[src/rtl/arf_pkg.sv]
/*
 * arf_pkg: register offsets, field positions, reset values and code constants
 * of the converter result formatting block.
 * assumes: 32-bit AXI4-Lite register bus, 10-bit converter codes.
 */
package arf_pkg;
   // widths
   localparam int CODE_W = 10;
   localparam int BYTE_W = 8;
   // byte offsets of the registers
   localparam logic [3:0] CTRL_OFS = 4'h0;
   localparam logic [3:0] STAT_OFS = 4'h4;
   localparam logic [3:0] RLOW_OFS = 4'h8;
   localparam logic [3:0] RHIGH_OFS = 4'hC;
   // control register fields
   localparam int CTRL_ALIGN_BIT = 0;
   localparam int CTRL_SHORT_BIT = 1;
   localparam int CTRL_DIFF_BIT = 2;
   localparam logic [2:0] CTRL_RST = 3'h0;
   // status register fields
   localparam int STAT_DONE_BIT = 0;
   localparam logic STAT_DONE_RST = 1'b0;
   localparam logic [9:0] CODE_RST = 10'h000;
   // code range markers
   localparam logic [9:0] SE_MIN = 10'h000;
   localparam logic [9:0] SE_MAX = 10'h3FF;
   localparam logic [9:0] DIFF_MIN = 10'h200;
   localparam logic [9:0] DIFF_MAX = 10'h1FF;
   // bus responses
   localparam logic [1:0] RESP_OKAY = 2'h0;
   localparam logic [1:0] RESP_SLVERR = 2'h2;
endpackage

[src/rtl/arf_fmt_if.sv]
/*
 * arf_fmt_if: carries the stored code and alignment choice to the formatter
 * and the two result bytes back.
 * assumes: one clock domain, purely combinational formatter.
 */
`timescale 1ns/1ps
interface arf_fmt_if;
   logic [9:0] code;
   logic leftAlign;
   logic [7:0] resLow;
   logic [7:0] resHigh;
   modport fmt (input code, input leftAlign, output resLow, output resHigh);
   modport user (output code, output leftAlign, input resLow, input resHigh);
endinterface

[src/rtl/arf_align.sv]
/*
 * arf_align: splits a 10-bit result across the low/high register pair,
 * left or right aligned.
 * assumes: inputs come from flip-flops of the same clock.
 */
`timescale 1ns/1ps
module arf_align
(
   // formatter side
   arf_fmt_if.fmt port
);
   // alignment follows the select bit at once, no conversion needed
   assign port.resHigh = port.leftAlign ? port.code[9:2] : {6'h00, port.code[9:8]};
   assign port.resLow = port.leftAlign ? {port.code[1:0], 6'h00} : port.code[7:0];
endmodule

[src/rtl/arf_result_fmt.sv]
/*
 * arf_result_fmt: result path of a 10-bit converter with an AXI4-Lite
 * register slave (control, status, result low, result high).
 * assumes: convValid/convRaw come from converter logic on ref_clk;
 * convRaw is offset binary (0x000 lowest input, 0x3FF highest).
 */
// Notes on behaviour
// - result low/high registers hold the finished result once done flag is high
// - single-ended result is unsigned code, 0x000 ground, 0x3FF reference
// - differential result is two's complement, 0x200 most negative, 0x1FF most positive
// - result MSB sits in the high register; one means negative for differential
// - short control bit ties both amplifier inputs together for offset measurement
// - done flag sets as the result registers take the new value
// - alignment bit change reformats result registers immediately, even mid-conversion
`timescale 1ns/1ps
module arf_result_fmt
(
   // clock, reset, enable
   input wire logic ref_clk,
   input wire logic nrst,
   input wire logic ce,
   // converter core
   input wire logic convValid,
   input wire logic [9:0] convRaw,
   output logic ampInputShort,
   // axi4-lite write address
   input wire logic [3:0] awaddr,
   input wire logic awvalid,
   output logic awready,
   // axi4-lite write data
   input wire logic [31:0] wdata,
   input wire logic [3:0] wstrb,
   input wire logic wvalid,
   output logic wready,
   // axi4-lite write response
   output logic [1:0] bresp,
   output logic bvalid,
   input wire logic bready,
   // axi4-lite read address
   input wire logic [3:0] araddr,
   input wire logic arvalid,
   output logic arready,
   // axi4-lite read data
   output logic [31:0] rdata,
   output logic [1:0] rresp,
   output logic rvalid,
   input wire logic rready
);
   ////////////////////////////////////////////////////////////////////////////
   logic [2:0] ctrl_reg, ctrl_next;
   logic conv_done_flag_reg, conv_done_flag_next;
   logic [9:0] code_reg, code_next;
   logic awHeld_reg, awHeld_next, wHeld_reg, wHeld_next;
   logic [3:0] awAddr_reg, awAddr_next;
   logic [7:0] wByte_reg, wByte_next;
   logic wLane_reg, wLane_next;
   logic bvalid_reg, bvalid_next, rvalid_reg, rvalid_next;
   logic [1:0] bresp_reg, bresp_next, rresp_reg, rresp_next;
   logic [31:0] rdata_reg, rdata_next;
   logic awFire, wFire, arFire, doWrite, wrLane;
   logic [3:0] wrAddr;
   logic [7:0] wrByte;
   logic convFire, doneClear, ctrlWrite;
   logic [9:0] fmtCode;
   logic [7:0] rdByte;
   arf_fmt_if fmtBus ();

   ////////////////////////////////////////////////////////////////////////////
   // address check, shared by both paths
   function automatic logic isMapped(input logic [3:0] a);
      isMapped = (a == arf_pkg::CTRL_OFS) || (a == arf_pkg::STAT_OFS) ||
                 (a == arf_pkg::RLOW_OFS) || (a == arf_pkg::RHIGH_OFS);
   endfunction

   ////////////////////////////////////////////////////////////////////////////
   // write channel handshakes; address and data may come in either order
   assign awready = !awHeld_reg && !bvalid_reg;
   assign wready = !wHeld_reg && !bvalid_reg;
   assign awFire = awvalid && awready;
   assign wFire = wvalid && wready;
   assign wrAddr = awHeld_reg ? awAddr_reg : awaddr;
   assign wrByte = wHeld_reg ? wByte_reg : wdata[7:0];
   assign wrLane = wHeld_reg ? wLane_reg : wstrb[0];
   assign doWrite = (awHeld_reg || awFire) && (wHeld_reg || wFire);
   assign ctrlWrite = doWrite && wrLane && (wrAddr == arf_pkg::CTRL_OFS);
   assign doneClear = doWrite && wrLane && (wrAddr == arf_pkg::STAT_OFS) &&
                      wrByte[arf_pkg::STAT_DONE_BIT];
   assign awHeld_next = doWrite ? 1'b0 : (awHeld_reg || awFire);
   assign wHeld_next = doWrite ? 1'b0 : (wHeld_reg || wFire);
   assign awAddr_next = awFire ? awaddr : awAddr_reg;
   assign wByte_next = wFire ? wdata[7:0] : wByte_reg;
   assign wLane_next = wFire ? wstrb[0] : wLane_reg;
   assign bvalid_next = doWrite || (bvalid_reg && !bready);
   assign bresp_next = doWrite ? (isMapped(wrAddr) ? arf_pkg::RESP_OKAY : arf_pkg::RESP_SLVERR) : bresp_reg;
   assign bvalid = bvalid_reg;
   assign bresp = bresp_reg;

   ////////////////////////////////////////////////////////////////////////////
   // read channel: one outstanding read, data registered at the address edge
   assign arready = !rvalid_reg;
   assign arFire = arvalid && arready;
   assign rdByte = (araddr == arf_pkg::CTRL_OFS) ? {5'h00, ctrl_reg} :
                   (araddr == arf_pkg::STAT_OFS) ? {7'h00, conv_done_flag_reg} :
                   (araddr == arf_pkg::RLOW_OFS) ? fmtBus.resLow :
                   (araddr == arf_pkg::RHIGH_OFS) ? fmtBus.resHigh : 8'h00;
   assign rdata_next = arFire ? {24'h000000, rdByte} : rdata_reg;
   assign rresp_next = arFire ? (isMapped(araddr) ? arf_pkg::RESP_OKAY : arf_pkg::RESP_SLVERR) : rresp_reg;
   assign rvalid_next = arFire || (rvalid_reg && !rready);
   assign rvalid = rvalid_reg;
   assign rdata = rdata_reg;
   assign rresp = rresp_reg;

   ////////////////////////////////////////////////////////////////////////////
   // result capture: code conversion and done flag in the same edge
   assign convFire = convValid;
   assign fmtCode = ctrl_reg[arf_pkg::CTRL_DIFF_BIT] ? {~convRaw[9], convRaw[8:0]}
                                                     : convRaw;
   assign code_next = convFire ? fmtCode : code_reg;
   // a new result wins over a clear in the same cycle
   assign conv_done_flag_next = convFire || (conv_done_flag_reg && !doneClear);
   assign ctrl_next = ctrlWrite ? wrByte[2:0] : ctrl_reg;
   assign ampInputShort = ctrl_reg[arf_pkg::CTRL_SHORT_BIT];

   ////////////////////////////////////////////////////////////////////////////
   // formatter: alignment read live from the control register
   assign fmtBus.code = code_reg;
   assign fmtBus.leftAlign = ctrl_reg[arf_pkg::CTRL_ALIGN_BIT];
   arf_align u_arf_align
   (
      .port(fmtBus.fmt)
   );

   ////////////////////////////////////////////////////////////////////////////
   // state registers, frozen while ce is low
   always_ff @(posedge ref_clk or negedge nrst)
   begin
      if (!nrst)
      begin
         ctrl_reg <= arf_pkg::CTRL_RST;
         conv_done_flag_reg <= arf_pkg::STAT_DONE_RST;
         code_reg <= arf_pkg::CODE_RST;
         awHeld_reg <= 1'b0;
         wHeld_reg <= 1'b0;
         awAddr_reg <= 4'h0;
         wByte_reg <= 8'h00;
         wLane_reg <= 1'b0;
         bvalid_reg <= 1'b0;
         bresp_reg <= arf_pkg::RESP_OKAY;
         rvalid_reg <= 1'b0;
         rresp_reg <= arf_pkg::RESP_OKAY;
         rdata_reg <= 32'h00000000;
      end
      else if (ce)
      begin
         ctrl_reg <= ctrl_next;
         conv_done_flag_reg <= conv_done_flag_next;
         code_reg <= code_next;
         awHeld_reg <= awHeld_next;
         wHeld_reg <= wHeld_next;
         awAddr_reg <= awAddr_next;
         wByte_reg <= wByte_next;
         wLane_reg <= wLane_next;
         bvalid_reg <= bvalid_next;
         bresp_reg <= bresp_next;
         rvalid_reg <= rvalid_next;
         rresp_reg <= rresp_next;
         rdata_reg <= rdata_next;
      end
   end
endmodule

[config.mk]
export PLATFORM = sky130hd
export DESIGN_NAME = arf_result_fmt
export DESIGN_NICKNAME = d
export VERILOG_FILES = /design/src/rtl/arf_pkg.sv /design/src/rtl/arf_fmt_if.sv /design/src/rtl/arf_align.sv /design/src/rtl/arf_result_fmt.sv
export SDC_FILE = /design/constraint.sdc
export NUM_CORES = 1
export LEC_CHECK = 0
export ABC_AREA = 1
export BUFFER_PORTS_ARGS = -buffer_cell sky130_fd_sc_hd__buf_2
export CAP_MARGIN = 20
export CORE_ASPECT_RATIO = 1.25
export CORE_MARGIN = 1.5
export CORE_UTILIZATION = 45
export DETAILED_ROUTE_END_ITERATION = 12
export MAX_ROUTING_LAYER = met4
export PLACE_DENSITY = 0.79
export SLEW_MARGIN = 10
export SYNTH_ARGS = -nofsm -noshare
export SYNTH_HDL_FRONTEND = slang
export SYNTH_SLANG_ARGS = --single-unit
[constraint.sdc]
create_clock -name ref_clk -period 1.7 [get_ports ref_clk]
set_clock_uncertainty 0.2 [all_clocks]
set_input_delay 0.34 -clock ref_clk [delete_from_list [all_inputs] [get_ports ref_clk]]
set_output_delay 0.34 -clock ref_clk [all_outputs]
set_load 0.01 [all_outputs]
Word level (Yosys, flattened, before mapping)
Cells that the tools add are included.
{ "op_classes": {"n_eq_ne": 6, "n_mux": 14, "n_bitwise": 1, "n_reduce_logical": 39} }
{ "ops": {"columns": ["op", "count"], "rows": [
  ["8-bit two-way mux", 6],
  ["4-bit equality test, second input constant", 4],
  ["1-bit logical AND", 13],
  ["2-bit AND reduction", 6],
  ["1-bit logical OR", 11],
  ["10-bit two-way mux", 1],
  ["4-bit by 3-bit equality test with 1-bit output, second input constant", 2],
  ["4-bit zero test", 2],
  ["1-bit zero test", 7],
  ["2-bit two-way mux", 2],
  ["4-bit two-way mux", 1],
  ["1-bit two-way mux", 3],
  ["3-bit two-way mux", 1],
  ["1-bit NOT", 1]
]} }
{ "word_totals": {"ff_bits": 38, "in_bits": 63, "output_inout_bits": 42, "elab_cells": 73} }

Logic depth before layout (Yosys ltp)
{ "depth": {"depth_word": 11, "mapped_depth": 9, "ltp_nobuf": 8} }

Cells and area by module
Synthesis repeated with hierarchy kept, for this count alone.
{ "unflattened": {"cells_unflattened": 282, "area_unflattened_um2": 2157.1} }
{ "modules_own_cells": {"columns": ["mod", "n_inst", "cells_per_inst", "area_each_um2"], "rows": [
  ["arf_result_fmt", 1, 243, 1991.9],
  ["arf_align", 1, 39, 165.2]
]} }

Least setup slack after synthesis
OpenSTA, ideal clock, no wires.
{ "synth_path": {"path_kind": "reg-to-reg", "startpoint": "register bvalid_reg (netlist: bvalid)", "endpoint": "register ctrl_reg[1]", "setup_ps": 117, "t_arrival_ps": 1093, "t_required_ps": 1383, "path_slack_ps": 290, "path_stages_with_launch": 9, "synth_period_minus_slack_ps": 1410, "path_cell_list": "dfrtp_1 -> nor2_4 -> nand2_2 -> nand2_2 -> nand2_2 -> nor2_4 -> nand2_2 -> nand2_1 -> nand2_1"} }
{ "synth_via": {"elab_chain_len": 8, "word_cells_on_any_way": 11, "cone_classes": "reduce/logical: 11"} }
{ "synth_lines": {"columns": ["element", "line", "rtl"], "rows": [
  ["from (decl)", "arf_result_fmt.sv:57", "logic bvalid_reg, bvalid_next, rvalid_reg, rvalid_next;"],
  ["from (signal assigned)", "arf_result_fmt.sv:163", "bvalid_reg <= bvalid_next;"],
  ["1-bit zero test", "arf_result_fmt.sv:77", "assign awready = !awHeld_reg && !bvalid_reg;"],
  ["1-bit logical AND", "arf_result_fmt.sv:77", null],
  ["via awready", "arf_result_fmt.sv:29", "output logic awready,"],
  ["1-bit logical AND", "arf_result_fmt.sv:79", "assign awFire = awvalid && awready;"],
  ["1-bit logical OR", "arf_result_fmt.sv:84", "assign doWrite = (awHeld_reg || awFire) && (wHeld_reg || wFire);"],
  ["1-bit logical AND", "arf_result_fmt.sv:84", null],
  ["1-bit logical AND (2 in series)", "arf_result_fmt.sv:85", "assign ctrlWrite = doWrite && wrLane && (wrAddr == arf_pkg::CTRL_OFS);"],
  ["2-bit AND reduction (no line)", null, null],
  ["to (signal assigned)", "arf_result_fmt.sv:139", "ctrl_reg <= arf_pkg::CTRL_RST;"],
  ["to (signal assigned)", "arf_result_fmt.sv:155", "ctrl_reg <= ctrl_next;"],
  ["to (decl)", "arf_result_fmt.sv:50", "logic [2:0] ctrl_reg, ctrl_next;"]
]} }
The timed path passes the listed nets, and every way through them passes these cells.
A chain may end at the register's enable or synchronous reset.

Worst setup path after layout
{ "layout_path": {"startpoint": "register wHeld_reg", "endpoint": "output wready"} }
{ "layout_via": {"elab_chain_len": 2} }
{ "layout_lines": {"columns": ["element", "line", "rtl"], "rows": [
  ["from (decl)", "arf_result_fmt.sv:53", "logic awHeld_reg, awHeld_next, wHeld_reg, wHeld_next;"],
  ["from (signal assigned)", "arf_result_fmt.sv:159", "wHeld_reg <= wHeld_next;"],
  ["1-bit zero test", "arf_result_fmt.sv:78", "assign wready = !wHeld_reg && !bvalid_reg;"],
  ["1-bit logical AND", "arf_result_fmt.sv:78", null],
  ["to (decl)", "arf_result_fmt.sv:34", "output logic wready,"]
]} }
No other way between the ends.

==> impl_results.md <==
- Pint: 1.71 mW
- Routed len/inst: 10.4 um
- Clock power frac: 0.236
- CP endpoint kind: output port
- CTS sink count: 36
- Main combinational cell family by area after synthesis: simple AND/OR/NAND/NOR gates
- Vias/cell: 4.63
- Leakage: 1.31 nW
- DR top layer: met4
- VDD IR-drop max: 0.000757 V
- Largest net degree at the start of global routing: 23
- Final Max Slew Viols: 0
- Area Growth Syn to Fin: 13.5%
- Combinational share of power: 0.289
- Critical Path AT: 1.08 ns
- TritonCTS buffer count: 5
- Count leader, synth: nand2_1
- Max-Cap Viols: 0
- Part of the power in registers: 0.475
- Max FFs per register: 10
- EDFF count, synth: 0
- CP Launch Type: flop
- FF+latch count, synth: 36
- I/O Pins: 105
- Max Clock Freq: 618 MHz
- Period utilisation layout: 0.952
- Vias in the first global route: 1573
- Min-delay worst type: primary input to flop
- Post-synthesis xor/xnor area fraction: 0.00426
- Crit Path Category: flop to output port
- IO buf count: 46
- Global-route wire length before repair: 6420 um
- Fraction of layout cells with a size suffix above 1: 0.259
- Yosys warning count: 0
- Largest cells by area after synthesis: dfrtp_1 44%, nand2_1 16%, buf_4 11%
- RSZ-0062 raised after global routing: no
- Final Setup Violations: 0
- Synth Area per Inst: 7.93 sq um
- CTS tree: done
- Die Area: 4980 sq um
- Antenna viol nets, final: 0
- # diodes: 0
- Final core occ: 0.531
- Htree depth: 2
- Clock transition at path regs: 0.07 ns
- Post-Synth Simple-Gate Area: 0.283
- NetSw: 945 uW
- Final Hold Viols: 0
- Synth Area in Compound Gates: 0.0621
- CTS Buffer Depth: 2
- Status: finished clean
- Crit-path max FO: 11
- Power Density: 1140 nW/um^2
- Synth cell count leaders: 89 x nand2_1, 36 x dfrtp_1, 29 x buf_4
- Die extent in x: 63.4 um
- FFs w/ async S/R, synth: 1.00
- CTS root buf: clkbuf_8
- Synth cell types: 22
- Area leader, netlist: dfrtp_1
- Initial antenna violation count: 0
- # rows: 27
- Final wirelength: 3820 um
- Synth top area share: 0.438
- Req. time, crit path: 1.16 ns
- RePlAce Congestion: 0.839
- Synthesized instance count: 259
- Register area share after synthesis: 0.438
- Min cycle time layout: 1.62 ns
- Chip height: 78.5 um
- Multiplexer area fraction after synthesis: 0.0438
- Initial Utilization: 0.468
- DRC violations left: 0
- DR WL met2: 1900 um
- Switching share of power: 0.356
- Tot GR Track Use: 0.170
- Post-synth top flop: dfrtp_1
- Setup TNS: 0 ns
- Worst skew pair latency: 0.29 ns
- Core Box Area: 4390 sq um
- Post-Synthesis Cell Area: 2050 sq um
- HPWL after DPL: 2950 um
- Drt pass-1 iters: 4
- Synth Area in Adders: 0
- Nets: 371
- Routed wl met3: 224 um
- Metal-1 WL: 1580 um
- DR vias: 1699
- Worst reg2reg setup slack: 0.20 ns
- Detailed Route Iter0 Violations: 58
- Grt ovf: 0
## path summary, 6_finish.rpt
| path | startpoint | cells past startpoint | endpoint |
|---|---|---|---|
| setup / recovery | wHeld_reg | 2 | wready |
| hold / removal | awaddr[3] | 3 | awAddr_reg[3] |
| setup reg to reg | bvalid | 6 | ctrl_reg[2] |
| hold reg to reg | rdata[1] | 2 | rdata[1] |
| max in group asynchronous | nrst | 3 | code_reg[8] |
| min in group asynchronous | nrst | 2 | wByte_reg[2] |
## power by group through the flow
stage | clock [mW] | sequential, mW | combinational [mW]
floorplan | 0 | 1.24 | 0.631
global placement | 0 | 1.27 | 0.746
detailed placement | 0 | 1.28 | 0.774
CTS | 0.650 | 1.26 | 0.777
global route | 0.685 | 1.30 | 0.882
finish | 0.628 | 1.26 | 0.767
## final cells by class
cell class,instances,area (sq um)
Sequential cell,36,902
Inverter,24,91.3
Clock buffer,6,82.6
Fill cell,428,2060
Clock inverter,2,10.0
Timing Repair Buffer,49,268
Tap cell,58,72.6
Multi-Input combinational cell,192,905
## worst max-delay path: stages (launching register included)
cell     delay, ns
dfrtp_2       0.47
nor2_1        0.17
buf_2         0.15
## metal layers
metal / up-vias / GRT usage
li1: 861 / -
met1: 763 / 0.172
met2: 62 / 0.295
met3: 13 / 0.0473
met4: 0 / 0.0957
met5: - / -
## logic make-up (layout without fill, tap and decap cells)
kind of cell | after synthesis | after routing
buffers and inverters | 56 | 81
other | 1 | 26
flip-flops | 36 | 36
XOR/XNOR | 1 | 1
multiplexers | 8 | 8
AO/OA/AOI/OAI | 25 | 25
AND/OR/NAND/NOR | 132 | 132
## layout by cell type (no fill, tap or decap), types with 2 or more instances in the layout
| cell | n |
|---|---|
| buf_2 | 46 |
| nand2_2 | 6 |
| conb_1 | 26 |
| clkbuf_8 | 6 |
| nand4_1 | 2 |
| clkinv_2 | 3 |
| inv_2 | 2 |
| nand2_1 | 89 |
| a21oi_1 | 4 |
| o21ai_0 | 19 |
| mux2_2 | 8 |
| nand3_1 | 21 |
| nor2_4 | 4 |
| dfrtp_1 | 35 |
| inv_1 | 20 |
| nor2_1 | 8 |
## through the flow
stage	hold WS, ns	cells	total power [mW]	setup WS (ns)	instance area (sq um)
finish	0.0622	367	2.66	0.0819	2330
floorplan	-0.156	284	1.87	0.290	2150
global route	0.0700	367	2.86	0.0113	2330
detailed placement	0.0859	358	2.05	0.184	2230
global placement	0.0828	358	2.02	0.209	2230
CTS	0.0529	367	2.69	0.0316	2330
## what timing repair did
item	CTS	global route
hold buffers	1	0
endpoints found under the setup margin	0	1
buffers inserted	0	0
resized for setup	0	1
hold endpoints to repair	14	0
(Power assumes the default switching activity.)
